File: config.mk
export PLATFORM = sky130hd
export DESIGN_NAME = ctc_timer
export DESIGN_NICKNAME = d
export VERILOG_FILES = /design/src/hw/ctc_pkg.sv /design/src/hw/ctc_prescaler.sv /design/src/hw/ctc_timer.sv
export SDC_FILE = /design/constraint.sdc
export NUM_CORES = 1
export LEC_CHECK = 0
export ABC_CLOCK_PERIOD_IN_PS = 4700
export BUFFER_PORTS_ARGS = -buffer_cell sky130_fd_sc_hd__buf_4
export CAP_MARGIN = 40
export CORE_ASPECT_RATIO = 1.25
export CORE_MARGIN = 2
export CORE_UTILIZATION = 59
export CTS_CLUSTER_DIAMETER = 80
export CTS_CLUSTER_SIZE = 16
export DETAILED_ROUTE_END_ITERATION = 12
export GPL_TIMING_DRIVEN = 0
export PLACE_DENSITY = 0.89
export SLEW_MARGIN = 20
export SYNTH_ARGS = -nofsm -noshare
export SYNTH_HDL_FRONTEND = slang
export SYNTH_HIERARCHICAL = 1
export SYNTH_SLANG_ARGS = --single-unit
export TNS_END_PERCENT = 30
File: constraint.sdc
create_clock -name aclk -period 4.7 [get_ports aclk]
set_clock_uncertainty 0.2 [all_clocks]
set_input_delay 0.235 -clock aclk [delete_from_list [all_inputs] [get_ports aclk]]
set_output_delay 0.235 -clock aclk [all_outputs]
set_load 0.05 [all_outputs]
File: src/hw/ctc_pkg.sv
package ctc_pkg;
    // register byte offsets
    localparam logic [3:0] CTC_OFF_CTRL1 = 4'h0;
    localparam logic [3:0] CTC_OFF_CTRL0 = 4'h4;
    localparam logic [3:0] CTC_OFF_CMPA = 4'h8;
    localparam logic [3:0] CTC_OFF_STAT = 4'hc;
    // secondary control field positions
    localparam int CTC_MODE_HI = 7;
    localparam int CTC_MODE_LO = 6;
    localparam int CTC_FUNC_HI = 5;
    localparam int CTC_FUNC_LO = 4;
    localparam int CTC_INIT_BIT = 3;
    localparam int CTC_POL_BIT = 2;
    localparam int CTC_DPX_BIT = 1;
    localparam int CTC_CCLR_BIT = 0;
    // primary control field positions
    localparam int CTC_RUN_BIT = 3;
    localparam int CTC_PRE_HI = 2;
    localparam int CTC_CMPP_HI = 6;
    localparam int CTC_CMPP_LO = 4;
    // reset values
    localparam logic [7:0] CTC_CTRL1_RST = 8'h00;
    localparam logic [7:0] CTC_CTRL0_RST = 8'h00;
    localparam logic [9:0] CTC_CMPA_RST = 10'h000;
    // mode encodings
    localparam logic [1:0] CTC_MODE_CMP = 2'h0;
    localparam logic [1:0] CTC_MODE_PWM = 2'h2;
    localparam logic [1:0] CTC_MODE_TMR = 2'h3;
    // compare match pin functions
    localparam logic [1:0] CTC_FN_NONE = 2'h0;
    localparam logic [1:0] CTC_FN_LOW = 2'h1;
    localparam logic [1:0] CTC_FN_HIGH = 2'h2;
    localparam logic [1:0] CTC_FN_TOGGLE = 2'h3;
    // pwm pin functions
    localparam logic [1:0] CTC_PWM_INACT = 2'h0;
    localparam logic [1:0] CTC_PWM_ACT = 2'h1;
    localparam logic [1:0] CTC_PWM_RUN = 2'h2;
    // axi responses
    localparam logic [1:0] CTC_RESP_OKAY = 2'h0;
    localparam logic [1:0] CTC_RESP_SLVERR = 2'h2;
endpackage : ctc_pkg

File: src/hw/ctc_prescaler.sv
// divides aclk into a one-cycle count enable
module ctc_prescaler #(
    parameter int DIV_W = 8
) (
    input wire logic aclk,
    input wire logic aresetn,
    input wire logic run,
    input wire logic [2:0] sel,
    output logic tick
);
    logic [DIV_W-1:0] cnt_r;
    logic [DIV_W-1:0] cnt_nxt;
    logic [DIV_W-1:0] mask;

    // sel chooses divide by 2**sel
    assign mask = DIV_W'((1 << sel) - 1);
    assign cnt_nxt = run ? cnt_r + 1'b1 : '0;

    // divider counter and enable pulse
    always_ff @(posedge aclk)
    begin
        if (!aresetn)
        begin
            cnt_r <= '0;
            tick <= 1'b0;
        end
        else
        begin
            cnt_r <= cnt_nxt;
            tick <= run && ((cnt_r & mask) == mask);
        end
    end
endmodule // ctc_prescaler

File: src/hw/ctc_timer.sv
// Notes on behaviour
// - mode bits: 00 compare, 10 pwm, 11 timer
// - compare A match drives pin low/high/toggle
// - run enable rising edge loads initial level in compare mode
// - pwm function: enable waveform or fixed level
// - polarity bit inverts both output pins
// - polarity ignored in timer/counter mode
// - swap bit exchanges period and duty registers
// - clear select one: clear on A match
// - clear select zero: clear on P match/overflow
// - overflow clear only when P is zero
// - pwm ignores clear select, uses period register
module ctc_timer #(
    parameter int CNT_W = 10,
    parameter int PW = 3
) (
    input wire logic aclk,
    input wire logic aresetn,
    input wire logic [3:0] s_axi_awaddr,
    input wire logic s_axi_awvalid,
    output logic s_axi_awready,
    input wire logic [31:0] s_axi_wdata,
    input wire logic [3:0] s_axi_wstrb,
    input wire logic s_axi_wvalid,
    output logic s_axi_wready,
    output logic [1:0] s_axi_bresp,
    output logic s_axi_bvalid,
    input wire logic s_axi_bready,
    input wire logic [3:0] s_axi_araddr,
    input wire logic s_axi_arvalid,
    output logic s_axi_arready,
    output logic [31:0] s_axi_rdata,
    output logic [1:0] s_axi_rresp,
    output logic s_axi_rvalid,
    input wire logic s_axi_rready,
    output logic timer_output_pin_zero,
    output logic timer_output_pin_one,
    output logic pin_drive_en
);
    logic [7:0] ctrl1_r;
    logic [7:0] ctrl0_r;
    logic [CNT_W-1:0] cmpa_r;
    logic [CNT_W-1:0] cnt_r;
    logic [CNT_W-1:0] cnt_nxt;
    logic raw_r;
    logic raw_nxt;
    logic run_d_r;
    logic a_seen_r;
    logic p_seen_r;
    logic [3:0] awaddr_r;
    logic aw_held_r;
    logic [31:0] wdata_r;
    logic [3:0] wstrb_r;
    logic w_held_r;
    logic tick;

    // control field views
    logic [1:0] op_mode;
    logic [1:0] pin_func;
    wire initial_level_bit = ctrl1_r[ctc_pkg::CTC_INIT_BIT];
    wire polarity_invert_bit = ctrl1_r[ctc_pkg::CTC_POL_BIT];
    wire period_duty_swap_bit = ctrl1_r[ctc_pkg::CTC_DPX_BIT];
    wire clear_source_select_bit = ctrl1_r[ctc_pkg::CTC_CCLR_BIT];
    wire timer_run_enable = ctrl0_r[ctc_pkg::CTC_RUN_BIT];
    wire [PW-1:0] compare_value_p = ctrl0_r[ctc_pkg::CTC_CMPP_HI:ctc_pkg::CTC_CMPP_LO];
    wire [CNT_W-1:0] compare_value_a = cmpa_r;
    assign op_mode = ctrl1_r[ctc_pkg::CTC_MODE_HI:ctc_pkg::CTC_MODE_LO];
    assign pin_func = ctrl1_r[ctc_pkg::CTC_FUNC_HI:ctc_pkg::CTC_FUNC_LO];

    // mode decode
    wire mode_cmp = (op_mode == ctc_pkg::CTC_MODE_CMP);
    wire mode_pwm = (op_mode == ctc_pkg::CTC_MODE_PWM);
    wire mode_tmr = (op_mode == ctc_pkg::CTC_MODE_TMR);
    wire run_rise = timer_run_enable && !run_d_r;

    ctc_prescaler #(
        .DIV_W(8)
    ) u_pre (
        .aclk(aclk),
        .aresetn(aresetn),
        .run(timer_run_enable),
        .sel(ctrl0_r[ctc_pkg::CTC_PRE_HI:0]),
        .tick(tick)
    );

    // comparators: P matches the top PW counter bits with the low bits zero, A sees all
    wire [PW-1:0] cnt_top = cnt_r[CNT_W-1:CNT_W-PW];
    wire p_zero = (compare_value_p == '0);
    wire cnt_max = (cnt_r == {CNT_W{1'b1}});
    wire p_match = !p_zero && (cnt_top == compare_value_p) && (cnt_r[CNT_W-PW-1:0] == '0);
    wire a_match = (cnt_r == compare_value_a);
    wire a_event = tick && a_match;
    wire p_event = tick && p_match;
    wire ovf_event = tick && cnt_max;

    // pwm roles: period register clears, duty register sets the width
    wire [CNT_W-1:0] p_full = {compare_value_p, {(CNT_W-PW){1'b0}}};
    wire [CNT_W-1:0] period_val = period_duty_swap_bit ? compare_value_a : p_full;
    wire [CNT_W-1:0] duty_val = period_duty_swap_bit ? p_full : compare_value_a;
    wire pwm_clear = period_duty_swap_bit ? a_event : (p_zero ? ovf_event : p_event);
    // non-pwm clear source
    wire cmp_clear = clear_source_select_bit ? a_event
        : (p_zero ? ovf_event : p_event);
    wire cnt_clear = mode_pwm ? pwm_clear : cmp_clear;
    wire pwm_high_phase = (cnt_r < duty_val) || (duty_val >= period_val && period_val != '0);

    // counter next value
    always_comb
    begin
        cnt_nxt = cnt_r;
        if (!timer_run_enable)
            cnt_nxt = '0;
        else if (cnt_clear)
            cnt_nxt = '0;
        else if (tick)
            cnt_nxt = cnt_r + 1'b1;
    end

    // raw pin level before polarity
    always_comb
    begin
        raw_nxt = raw_r;
        if (mode_cmp)
        begin
            if (run_rise)
                raw_nxt = initial_level_bit;
            else if (a_event && timer_run_enable)
            begin
                unique case (pin_func)
                    ctc_pkg::CTC_FN_NONE: raw_nxt = raw_r;
                    ctc_pkg::CTC_FN_LOW: raw_nxt = 1'b0;
                    ctc_pkg::CTC_FN_HIGH: raw_nxt = 1'b1;
                    ctc_pkg::CTC_FN_TOGGLE: raw_nxt = !raw_r;
                endcase
            end
        end
        else if (mode_pwm)
        begin
            unique case (pin_func)
                ctc_pkg::CTC_PWM_INACT: raw_nxt = !initial_level_bit;
                ctc_pkg::CTC_PWM_ACT: raw_nxt = initial_level_bit;
                ctc_pkg::CTC_PWM_RUN: raw_nxt = timer_run_enable && pwm_high_phase ? initial_level_bit
                    : !initial_level_bit;
                default: raw_nxt = raw_r;
            endcase
        end
    end

    // pin output with polarity, not applied in timer/counter mode
    wire pin_level = (polarity_invert_bit && !mode_tmr) ? !raw_r : raw_r;

    // timer core registers
    always_ff @(posedge aclk)
    begin
        if (!aresetn)
        begin
            cnt_r <= '0;
            raw_r <= 1'b0;
            run_d_r <= 1'b0;
            timer_output_pin_zero <= 1'b0;
            timer_output_pin_one <= 1'b0;
            pin_drive_en <= 1'b0;
        end
        else
        begin
            cnt_r <= cnt_nxt;
            raw_r <= raw_nxt;
            run_d_r <= timer_run_enable;
            timer_output_pin_zero <= pin_level;
            timer_output_pin_one <= pin_level;
            pin_drive_en <= !mode_tmr && (op_mode != 2'h1);
        end
    end

    // write channel acceptance, either order
    wire aw_take = s_axi_awvalid && s_axi_awready;
    wire w_take = s_axi_wvalid && s_axi_wready;
    wire wr_go = aw_held_r && w_held_r && !s_axi_bvalid;
    wire wsel_c1 = (awaddr_r[3:2] == ctc_pkg::CTC_OFF_CTRL1[3:2]);
    wire wsel_c0 = (awaddr_r[3:2] == ctc_pkg::CTC_OFF_CTRL0[3:2]);
    wire wsel_a = (awaddr_r[3:2] == ctc_pkg::CTC_OFF_CMPA[3:2]);
    wire wsel_ok = wsel_c1 || wsel_c0 || wsel_a;

    always_ff @(posedge aclk)
    begin
        if (!aresetn)
        begin
            aw_held_r <= 1'b0;
            w_held_r <= 1'b0;
            awaddr_r <= '0;
            wdata_r <= '0;
            wstrb_r <= '0;
            s_axi_awready <= 1'b0;
            s_axi_wready <= 1'b0;
            s_axi_bvalid <= 1'b0;
            s_axi_bresp <= ctc_pkg::CTC_RESP_OKAY;
        end
        else
        begin
            s_axi_awready <= !aw_held_r && !aw_take && !s_axi_bvalid;
            s_axi_wready <= !w_held_r && !w_take && !s_axi_bvalid;
            if (aw_take)
            begin
                aw_held_r <= 1'b1;
                awaddr_r <= s_axi_awaddr;
            end
            if (w_take)
            begin
                w_held_r <= 1'b1;
                wdata_r <= s_axi_wdata;
                wstrb_r <= s_axi_wstrb;
            end
            if (wr_go)
            begin
                aw_held_r <= 1'b0;
                w_held_r <= 1'b0;
                s_axi_bvalid <= 1'b1;
                s_axi_bresp <= wsel_ok ? ctc_pkg::CTC_RESP_OKAY : ctc_pkg::CTC_RESP_SLVERR;
            end
            else if (s_axi_bvalid && s_axi_bready)
                s_axi_bvalid <= 1'b0;
        end
    end

    // register writes, byte lane 0 and 1
    always_ff @(posedge aclk)
    begin
        if (!aresetn)
        begin
            ctrl1_r <= ctc_pkg::CTC_CTRL1_RST;
            ctrl0_r <= ctc_pkg::CTC_CTRL0_RST;
            cmpa_r <= ctc_pkg::CTC_CMPA_RST;
        end
        else if (wr_go)
        begin
            if (wsel_c1 && wstrb_r[0])
                ctrl1_r <= wdata_r[7:0];
            if (wsel_c0 && wstrb_r[0])
                ctrl0_r <= wdata_r[7:0];
            if (wsel_a && wstrb_r[0])
                cmpa_r[7:0] <= wdata_r[7:0];
            if (wsel_a && wstrb_r[1])
                cmpa_r[CNT_W-1:8] <= wdata_r[CNT_W-1:8];
        end
    end

    // sticky match status, set wins over clear on read
    wire rd_take = s_axi_arvalid && s_axi_arready;
    wire rsel_st = (s_axi_araddr[3:2] == ctc_pkg::CTC_OFF_STAT[3:2]);
    wire clr_st = rd_take && rsel_st;
    always_ff @(posedge aclk)
    begin
        if (!aresetn)
        begin
            a_seen_r <= 1'b0;
            p_seen_r <= 1'b0;
        end
        else
        begin
            a_seen_r <= a_event || (a_seen_r && !clr_st);
            p_seen_r <= (p_event && !(clear_source_select_bit && !mode_pwm)) || (p_seen_r && !clr_st);
        end
    end

    // read data mux
    logic [31:0] rd_mux;
    logic rd_ok;
    always_comb
    begin
        rd_mux = 32'h0000_0000;
        rd_ok = 1'b1;
        unique case (s_axi_araddr[3:2])
            ctc_pkg::CTC_OFF_CTRL1[3:2]: rd_mux = {24'h00_0000, ctrl1_r};
            ctc_pkg::CTC_OFF_CTRL0[3:2]: rd_mux = {24'h00_0000, ctrl0_r};
            ctc_pkg::CTC_OFF_CMPA[3:2]: rd_mux = 32'(cmpa_r);
            ctc_pkg::CTC_OFF_STAT[3:2]: rd_mux = {4'h0, 6'(cnt_r), 20'h0_0000, p_seen_r, a_seen_r};
        endcase
    end

    // read channel
    always_ff @(posedge aclk)
    begin
        if (!aresetn)
        begin
            s_axi_arready <= 1'b0;
            s_axi_rvalid <= 1'b0;
            s_axi_rdata <= 32'h0000_0000;
            s_axi_rresp <= ctc_pkg::CTC_RESP_OKAY;
        end
        else
        begin
            s_axi_arready <= !s_axi_rvalid && !rd_take;
            if (rd_take)
            begin
                s_axi_rvalid <= 1'b1;
                s_axi_rdata <= rd_mux;
                s_axi_rresp <= rd_ok ? ctc_pkg::CTC_RESP_OKAY : ctc_pkg::CTC_RESP_SLVERR;
            end
            else if (s_axi_rvalid && s_axi_rready)
                s_axi_rvalid <= 1'b0;
        end
    end
endmodule // ctc_timer

Word level (Yosys, flattened, before mapping)
Index checks and enable logic that the tools add are counted.

Add/sub/neg operators: 3. Order comparisons: 2. Equality and inequality tests: 17. Shift operators: 1. Muxes and demuxes: 20. Bitwise operators: 3. Reduce and logical (&&, ||, !) cells: 72.

Operator list (count): 32-bit case mux with 4 select lines (1); 1-bit logical AND (33); 10-bit two-way mux (2); 1-bit zero test (15); 2-bit equality test, second input constant (7); 1-bit two-way mux (14); 10-bit by 1-bit adder with 10-bit output, second input constant (1); 10-bit equality test (1); 10-bit equality test, second input constant (1); 10-bit >= comparator (1); 10-bit < comparator (1); 2-bit AND reduction (5); 10-bit nonzero test (1); 8-bit by 1-bit adder with 8-bit output, second input constant (1); 8-bit AND (1); 8-bit equality test (1); 2-bit zero test (4); 1-bit by 3-bit left shift with 8-bit output, first input constant (1); 8-bit by 2-bit subtractor with 8-bit output, second input constant (1); 7-bit zero test (1); 2-bit by 1-bit equality test with 1-bit output, second input constant (3); 1-bit case mux with 3 select lines (2); 2-bit nonzero test (3); 1-bit logical OR (5); other kinds (11) (12).

Register bits after elaboration: 108. Input port bits: 51. Output and inout bits: 44.

Longest topological paths before layout
Gate-level depths: netlist (run 1).

Word-level depth: 9. Depth in mapped cells: 10. Depth with buffers taken out: 9.

By module
The synthesis (run 1) kept the hierarchy.

By module, submodules not included: ctc_timer (times used 1, cells each 460, area each 4175.3 um2, seq. area each 1601.5 um2); ctc_prescaler (times used 1, cells each 39, area each 330.3 um2, seq. area each 160.2 um2).

Least setup slack after synthesis (run 1)
Ideal clock, no wire load.

Path type: reg-to-reg. From: reg ctrl1_r[1]. To: reg raw_r. Setup time: 93 ps. Arrival: 2286 ps. Data required time: 4407 ps. Setup slack: 2121 ps. Cell stages (with the launch flop): 10. Buffers on the path: 1. Cell sequence: dfxtp_1 -> buf_2 -> mux2i_1 -> inv_1 -> ha_1 -> and4b_1 -> a211oi_1 -> a2bb2oi_1 -> mux2_2 -> o311ai_2.

Longest elaborated chain between the ends: 9. Elaborated cells between the ends (all ways): 12.

RTL lines: start: declaration (line ctc_timer.sv:40) `logic [7:0] ctrl1_r;`; start signal: assignment (line ctc_timer.sv:230) `ctrl1_r <= ctc_pkg::CTC_CTRL1_RST;`; start signal: assignment (line ctc_timer.sv:237) `ctrl1_r <= wdata_r[7:0];`; 10-bit two-way mux (on tied branches) (line ctc_timer.sv:99, ctc_timer.sv:98); 10-bit >= comparator or 10-bit nonzero test (tied branches) (line ctc_timer.sv:105) `wire pwm_high_phase = (cnt_r < duty_val) || (duty_val >= period_val && period_val != '0);`; 1-bit logical AND (line ctc_timer.sv:105); 1-bit logical OR * (line ctc_timer.sv:105); 1-bit logical AND * (line ctc_timer.sv:142) `ctc_pkg::CTC_PWM_RUN: raw_nxt = timer_run_enable && pwm_high_phase ? initial_level_bit`; 1-bit two-way mux * (line ctc_timer.sv:142); 1-bit case mux with 3 select lines * (line ctc_timer.sv:139) `unique case (pin_func)`; 1-bit two-way mux * (line ctc_timer.sv:137) `else if (mode_pwm)`; 1-bit two-way mux * (line ctc_timer.sv:123) `if (mode_cmp)`; end signal: assignment (line ctc_timer.sv:167) `raw_r <= raw_nxt;`; end: declaration (line ctc_timer.sv:45) `logic raw_r;`.

Every way passes the cells marked *; elsewhere a longest branch is shown, timed or not. The select of a mux whose other input is x is not followed. A chain may end at the register's enable or synchronous reset.

Worst setup path after layout (run 1)
Same ends and word-level chain as after synthesis.

==> metrics.txt, run 1 <==
Worst Hold Launch=s_axi_wvalid; IO Port Bufs=47; fin crit period=2990 ps; Post-DRT Antenna Nets=0; largest net degree at the start of global routing=19; CTS Hold Bufs=22; share of cells above drive strength 1=16.8%; share of synthesized flip-flops with an asynchronous set or reset=0%; Main synth FF type=dfxtp_1; CTS Buf Count=9; Die Y=102 µm; CP Cell Sequence=buf_2 -> mux2i_1 -> ha_1 -> a211oi_1 -> nor2_1 -> nor4b_1 -> a2bb2oi_1 -> mux2_2 -> o311ai_2; leakage power total=2.11 nW; floorplan core area=7400 µm²; syn avg cell area=9.03 µm²; Worst-Skew Late Latency=380 ps; GR Overflow Total=0; number of detailed-route iterations in the first pass=6; antenna cells=0; synth cell count leaders=88 x dfxtp_1, 63 x nand2_1, 41 x nor2b_1; Final Power=0.00146 W; DR WL/cell=15.8 µm; critical path arrival=3080 ps; starting DRC count in detailed routing=211; status=finished clean; number of global-route vias before repair=3822; first-pass GRT wire length=17800 µm; Non-Filler Instances=694; Slew Limit Fails=0; CTS tree=yes; routed vias/inst=5.63; Final Wtd Congestion=0.916; Critical Path Start Type=register; Power Density=267 nW/µm²; Seq/Total Area, Yosys=39.1%; Nets=667; f_max=334 MHz; Slew HR=48.9%; post-CTS setup buffers=0; # IOs=95; post-CTS resize count=0; clock root cell=clkbuf_8; Synth area leaders=dfxtp_1 39%, mux2i_1 8.7%, nor2b_1 5.7%; maximum vdd drop=0.240 mV; R2R Path Start=ctrl1_r[1]$_SDFFE_PN0P_; Multi-input gate area=2510 µm²; Netlist Area Pre-Place=4510 µm²; Fin. Hold Viols=0; Final Util=73.8%; initial antenna violation count=0; Max clock buf depth=2; Num Clock Sinks=88; final setup margin=1710 ps; register bit total from synthesis=88; dpl ws=1800 ps; DRC errors left=0; Max Cap Viol=0; GRT Overall Usage=27.8%; yosys synthesis warning count=6; Die X=82.2 µm; Clk pin slew, worst setup/hold paths=100 ps; num rows=35; share of the synthesized area in the top cell type=39.1%; reg2reg end=raw_r$_SDFFE_PN0P_; register area=1760 µm²; Req. time, crit path=4780 ps; EDFF count, synth=0; Tcrit/Tclk final=63.7%; worst reg2reg path depth=9; CP Class=register to register; CP Max Fanout=10; area grow syn2layout=21.2%; initial core utilization=60.9%; RSZ-0062 raised after global routing=no; fillcell total=509; CP max stage delay=410 ps; Hold Path Stages=4; # H-tree levels=3; slowest stage cell, crit path=nor4b_1; total length of routed wires=11000 µm; Mapped Cells=499; R2R Setup Slk=1710 ps; Post-DP HPWL=8070 µm; Hold WC Path Type=primary input to register; Worst-Margin Slew=747 ps; largest area contributor in the netlist=dfxtp_1; final setup violation count=0; Cell Count Post-Placement=656; count leader, synth=dfxtp_1; Hold Path Sink=wdata_r[0]$_SDFFE_PN0P_; critical path endpoint category=register; Fin Setup TNS=0 ps; synth unique cells=53; Die Area=8360 µm²; Via Count=3904
how the worst max path moves through the flow:
stage                             from                 end  slack [ps]  cells after the start
6_report       ctrl1_r[1]$_SDFFE_PN0P_  raw_r$_SDFFE_PN0P_        1710                      9
5_1_grt        ctrl1_r[1]$_SDFFE_PN0P_  raw_r$_SDFFE_PN0P_        1580                     10
4_1_cts        ctrl1_r[1]$_SDFFE_PN0P_  raw_r$_SDFFE_PN0P_        1780                      9
3_5_place_dp   ctrl1_r[1]$_SDFFE_PN0P_  raw_r$_SDFFE_PN0P_        1800                     10
3_3_place_gp   ctrl1_r[1]$_SDFFE_PN0P_  raw_r$_SDFFE_PN0P_        1880                      9
2_1_floorplan  ctrl1_r[1]$_SDFFE_PN0P_  raw_r$_SDFFE_PN0P_        2120                      9
metal layers:
metal,vias to the layer above,global-route usage [%],wire length (µm)
li1,1880,-,-
met1,1811,31.2,4320
met2,162,48.0,5560
met3,51,5.26,593
met4,0,16.8,525
met5,-,0,0
worst max-delay path: cells and delay by family, from the launching register on:
kind	cells	cell delay, ps
compound gates	3	630
mux	2	600
simple gates	2	490
flops	1	390
fa+ha+maj	1	300
buf+inv	1	290
per-stage QoR:
stage / hold WS (ps) / cell area (µm²)
CTS: 6.42 / 5460
finish: 24.3 / 5460
global route: 79.5 / 5460
detailed placement: 254 / 5040
floorplan: 180 / 4570
global placement: 243 / 5040
cell usage in the layout, fill, tap and decap left out, types with 3 or more instances in the layout:
| cell | Yosys | layout |
|---|---|---|
| and3_1 | 3 | 3 |
| nand3_1 | 16 | 16 |
| a31oi_1 | 3 | 3 |
| xnor2_1 | 17 | 17 |
| nor2b_1 | 41 | 41 |
| o211ai_1 | 6 | 6 |
| buf_4 | 21 | 68 |
| buf_2 | 6 | 6 |
| xor2_1 | 9 | 9 |
| inv_1 | 11 | 11 |
| nor3_1 | 4 | 4 |
| a21oi_1 | 9 | 9 |
| nand2_1 | 63 | 63 |
| a21boi_0 | 20 | 20 |
| nor3b_1 | 4 | 4 |
| clkinv_4 | 0 | 3 |
| and2_1 | 3 | 3 |
| nand4_1 | 6 | 6 |
| mux2i_1 | 39 | 39 |
| nor2_1 | 32 | 32 |
| nand2b_1 | 5 | 5 |
| ha_1 | 19 | 19 |
| a22oi_1 | 8 | 8 |
| clkbuf_1 | 14 | 14 |
| dlygate4sd3_1 | 0 | 22 |
| o211a_1 | 6 | 6 |
| o21ai_0 | 13 | 13 |
| clkbuf_8 | 0 | 9 |
| dfxtp_1 | 88 | 88 |
| conb_1 | 1 | 19 |
state kept, by name (all words and copies together) (netlist names), 2 cells and up:
register and flops:
s_axi_rdata 16, cmpa_r 10, cnt_r 10, wdata_r 10, ctrl0_r 8, ctrl1_r 8
u_pre/cnt_r 7, awaddr_r 2, wstrb_r 2
layout make-up:
type / instances / area share (%)
sequential: 88 / 32.3
timing repair buffer: 69 / 10.5
inverter: 11 / 0.756
multi-input combinational: 375 / 46.0
clock inverter: 7 / 1.35
tap: 92 / 2.11
buffer: 43 / 4.70
clock buffer: 9 / 2.27
logic make-up after synthesis:
group / count (synthesis) / synth area share [%]
mux: 42 / 9.91
buf+inv: 54 / 6.61
other cells: 1 / 0.0832
compound gates: 76 / 12.0
fa+ha+maj: 19 / 5.28
flops: 88 / 39.1
simple gates: 193 / 22.0
xor+xnor: 26 / 5.05
report_power, final:
group	switching, W	leakage, nW	internal, W
registers	0.0000127	0.713	0.000760
logic	0.000103	1.29	0.0000648
clock network	0.000309	0.101	0.000208
total	0.000425	2.11	0.00103
Power figures use the tool's default switching activity.
==> inputs of run 2 (changes only) <==
--- a/config.mk
+++ b/config.mk
@@ -5,17 +5,17 @@
 export SDC_FILE = /design/constraint.sdc
 export NUM_CORES = 1
 export LEC_CHECK = 0
-export ABC_CLOCK_PERIOD_IN_PS = 4700
+export ABC_CLOCK_PERIOD_IN_PS = 2700
 export BUFFER_PORTS_ARGS = -buffer_cell sky130_fd_sc_hd__buf_4
 export CAP_MARGIN = 40
 export CORE_ASPECT_RATIO = 1.25
 export CORE_MARGIN = 2
-export CORE_UTILIZATION = 59
+export CORE_UTILIZATION = 49
 export CTS_CLUSTER_DIAMETER = 80
 export CTS_CLUSTER_SIZE = 16
 export DETAILED_ROUTE_END_ITERATION = 12
 export GPL_TIMING_DRIVEN = 0
-export PLACE_DENSITY = 0.89
+export PLACE_DENSITY = 0.8
 export SLEW_MARGIN = 20
 export SYNTH_ARGS = -nofsm -noshare
 export SYNTH_HDL_FRONTEND = slang
==> constraint.sdc (replaced) <==
create_clock -name aclk -period 2.7 [get_ports aclk]
set_clock_uncertainty 0.2 [all_clocks]
set_input_delay 0.135 -clock aclk [delete_from_list [all_inputs] [get_ports aclk]]
set_output_delay 0.135 -clock aclk [all_outputs]
set_load 0.05 [all_outputs]
==> metrics.txt, run 2 (synthesized netlist as in run 1, its figures left out) <==
# IOs=95; Die Area=9980 µm²; final setup violation count=0; Tcrit/Tclk final=97.4%; Hold WC Path Type=primary input to register; f_max=380 MHz; Worst-Skew Late Latency=350 ps; DRC errors left=0; commonest non-fill, non-tap cell in the layout=dfxtp_1; Slew HR=53.5%; floorplan core area=9030 µm²; status=finished clean; first-pass GRT wire length=18000 µm; share of cells above drive strength 1=19.6%; Post-DP HPWL=7830 µm; number of global-route vias before repair=3613; total length of routed wires=11300 µm; fillcell total=709; most flop-heavy register=s_axi_rdata; GR Overflow Total=0; routed length on met2=5570 µm; CTS tree=yes; Fin. Hold Viols=0; number of detailed-route iterations in the first pass=5; # H-tree levels=3; Req. time, crit path=2750 ps; critical path arrival=2680 ps; initial core utilization=49.9%; Post-DRT Antenna Nets=0; Max clock buf depth=2; fin crit period=2630 ps; Clk pin slew, worst setup/hold paths=70 ps; Slew Limit Fails=0; area grow syn2layout=28.9%; Max Cap Viol=0; Num Clock Sinks=88; routed vias/inst=5.27; Nets=673; initial antenna violation count=0; Worst-Margin Slew=681 ps; Power Density=505 nW/µm²; Via Count=3850; maximum vdd drop=0.324 mV; clock root cell=clkbuf_16; leakage power total=2.26 nW; Max Used Layer=met4; DR WL/cell=15.4 µm; metal3 WL=562 µm; Final Util=64.3%; Critical Path Start Type=register; commonest non-fill, non-tap cells in the layout=85 x dfxtp_1, 70 x buf_4, 63 x nand2_1; Die X=89.8 µm; starting DRC count in detailed routing=226; antenna cells=0; GRT Overall Usage=22.7%; Metal-1 WL=4750 µm; largest net degree at the start of global routing=16; CTS Buf Count=9; Final Wtd Congestion=0.929; Cell Count Post-Placement=687; IO Port Bufs=47; CP Class=register to register; num rows=39; max reg flops=16; Die Y=111 µm; critical path endpoint category=register; CP Max Fanout=6; Non-Filler Instances=731
-- run 2: cell types whose count changed in the layout (fill, tap and decap cells not counted), moves of 3 or more --
cell,before,now
mux2i_4,0,4
clkbuf_16,0,9
dfxtp_1,88,85
clkbuf_8,9,2
mux2i_1,39,35
clkinv_4,3,0
-- run 2: path summary, 6_finish.rpt --
path / from / endpoint / slack [ps] / depth (start not counted)
worst min-delay path: s_axi_arvalid / s_axi_rdata[8]$_SDFFE_PN0P_ / 30 / 4
worst min register to register: s_axi_rdata[0]$_SDFFE_PN0P_ / s_axi_rdata[0]$_SDFFE_PN0P_ / 270 / 2
worst max-delay path: ctrl1_r[1]$_SDFFE_PN0P_ / raw_r$_SDFFE_PN0P_ / 70 / 9
worst max register to register: ctrl1_r[1]$_SDFFE_PN0P_ / raw_r$_SDFFE_PN0P_ / 70 / 9
-- run 2: area by class of cell --
type	count	area [µm²]	area share [%]
plain buffers	43	272	4.67
clock buffers	11	253	4.35
clock inverters	5	62.6	1.08
inverters	11	41.3	0.711
multi-input cells	375	2630	45.2
flip-flops and latches	88	1770	30.4
well taps	123	154	2.65
repair buffers	75	631	10.9
-- run 2: per-layer routing --
layer	vias to the layer above	track usage, %
met2	142	39.3
met5	-	0
met4	0	11.4
met1	1788	27.4
li1	1892	-
met3	28	3.20
-- run 2: power breakdown --
part / total, W / leakage (nW) / internal [W] / switching [W]
sequential: 0.00134 / 0.714 / 0.00132 / 0.0000217
clock: 0.00130 / 0.149 / 0.000773 / 0.000522
combinational: 0.000292 / 1.40 / 0.000115 / 0.000177
-- run 2: critical path, cell delays in order, from the launching register on --
cell       delay, ps
dfxtp_4          370
buf_12           140
buf_6            110
mux2i_1          200
ha_1             260
and4b_1          220
a211oi_2         230
a2bb2oi_2        250
mux2_4           350
o311ai_4         220
-- run 2: timing repair --
item                       CTS  global route
hold endpoints to repair    21             0
gates resized for setup     16            13
setup endpoints to repair    1             1
pin swaps                    2             8
hold buffers                24             0
buffers inserted             4             0
-- run 2: per-stage QoR --
step	instance area, µm²	hold slack, ps	setup WS [ps]	TNS, ps	total power [W]
after floorplan	4570	79.9	121	0	0.00156
after global placement	5080	200	-275	-275	0.00163
after detailed placement	5080	207	-354	-354	0.00164
after CTS	5740	39.6	0.828	0	0.00294
after global routing	5810	66.8	-6.62	-6.62	0.00302
final	5810	29.2	70.7	0	0.00293
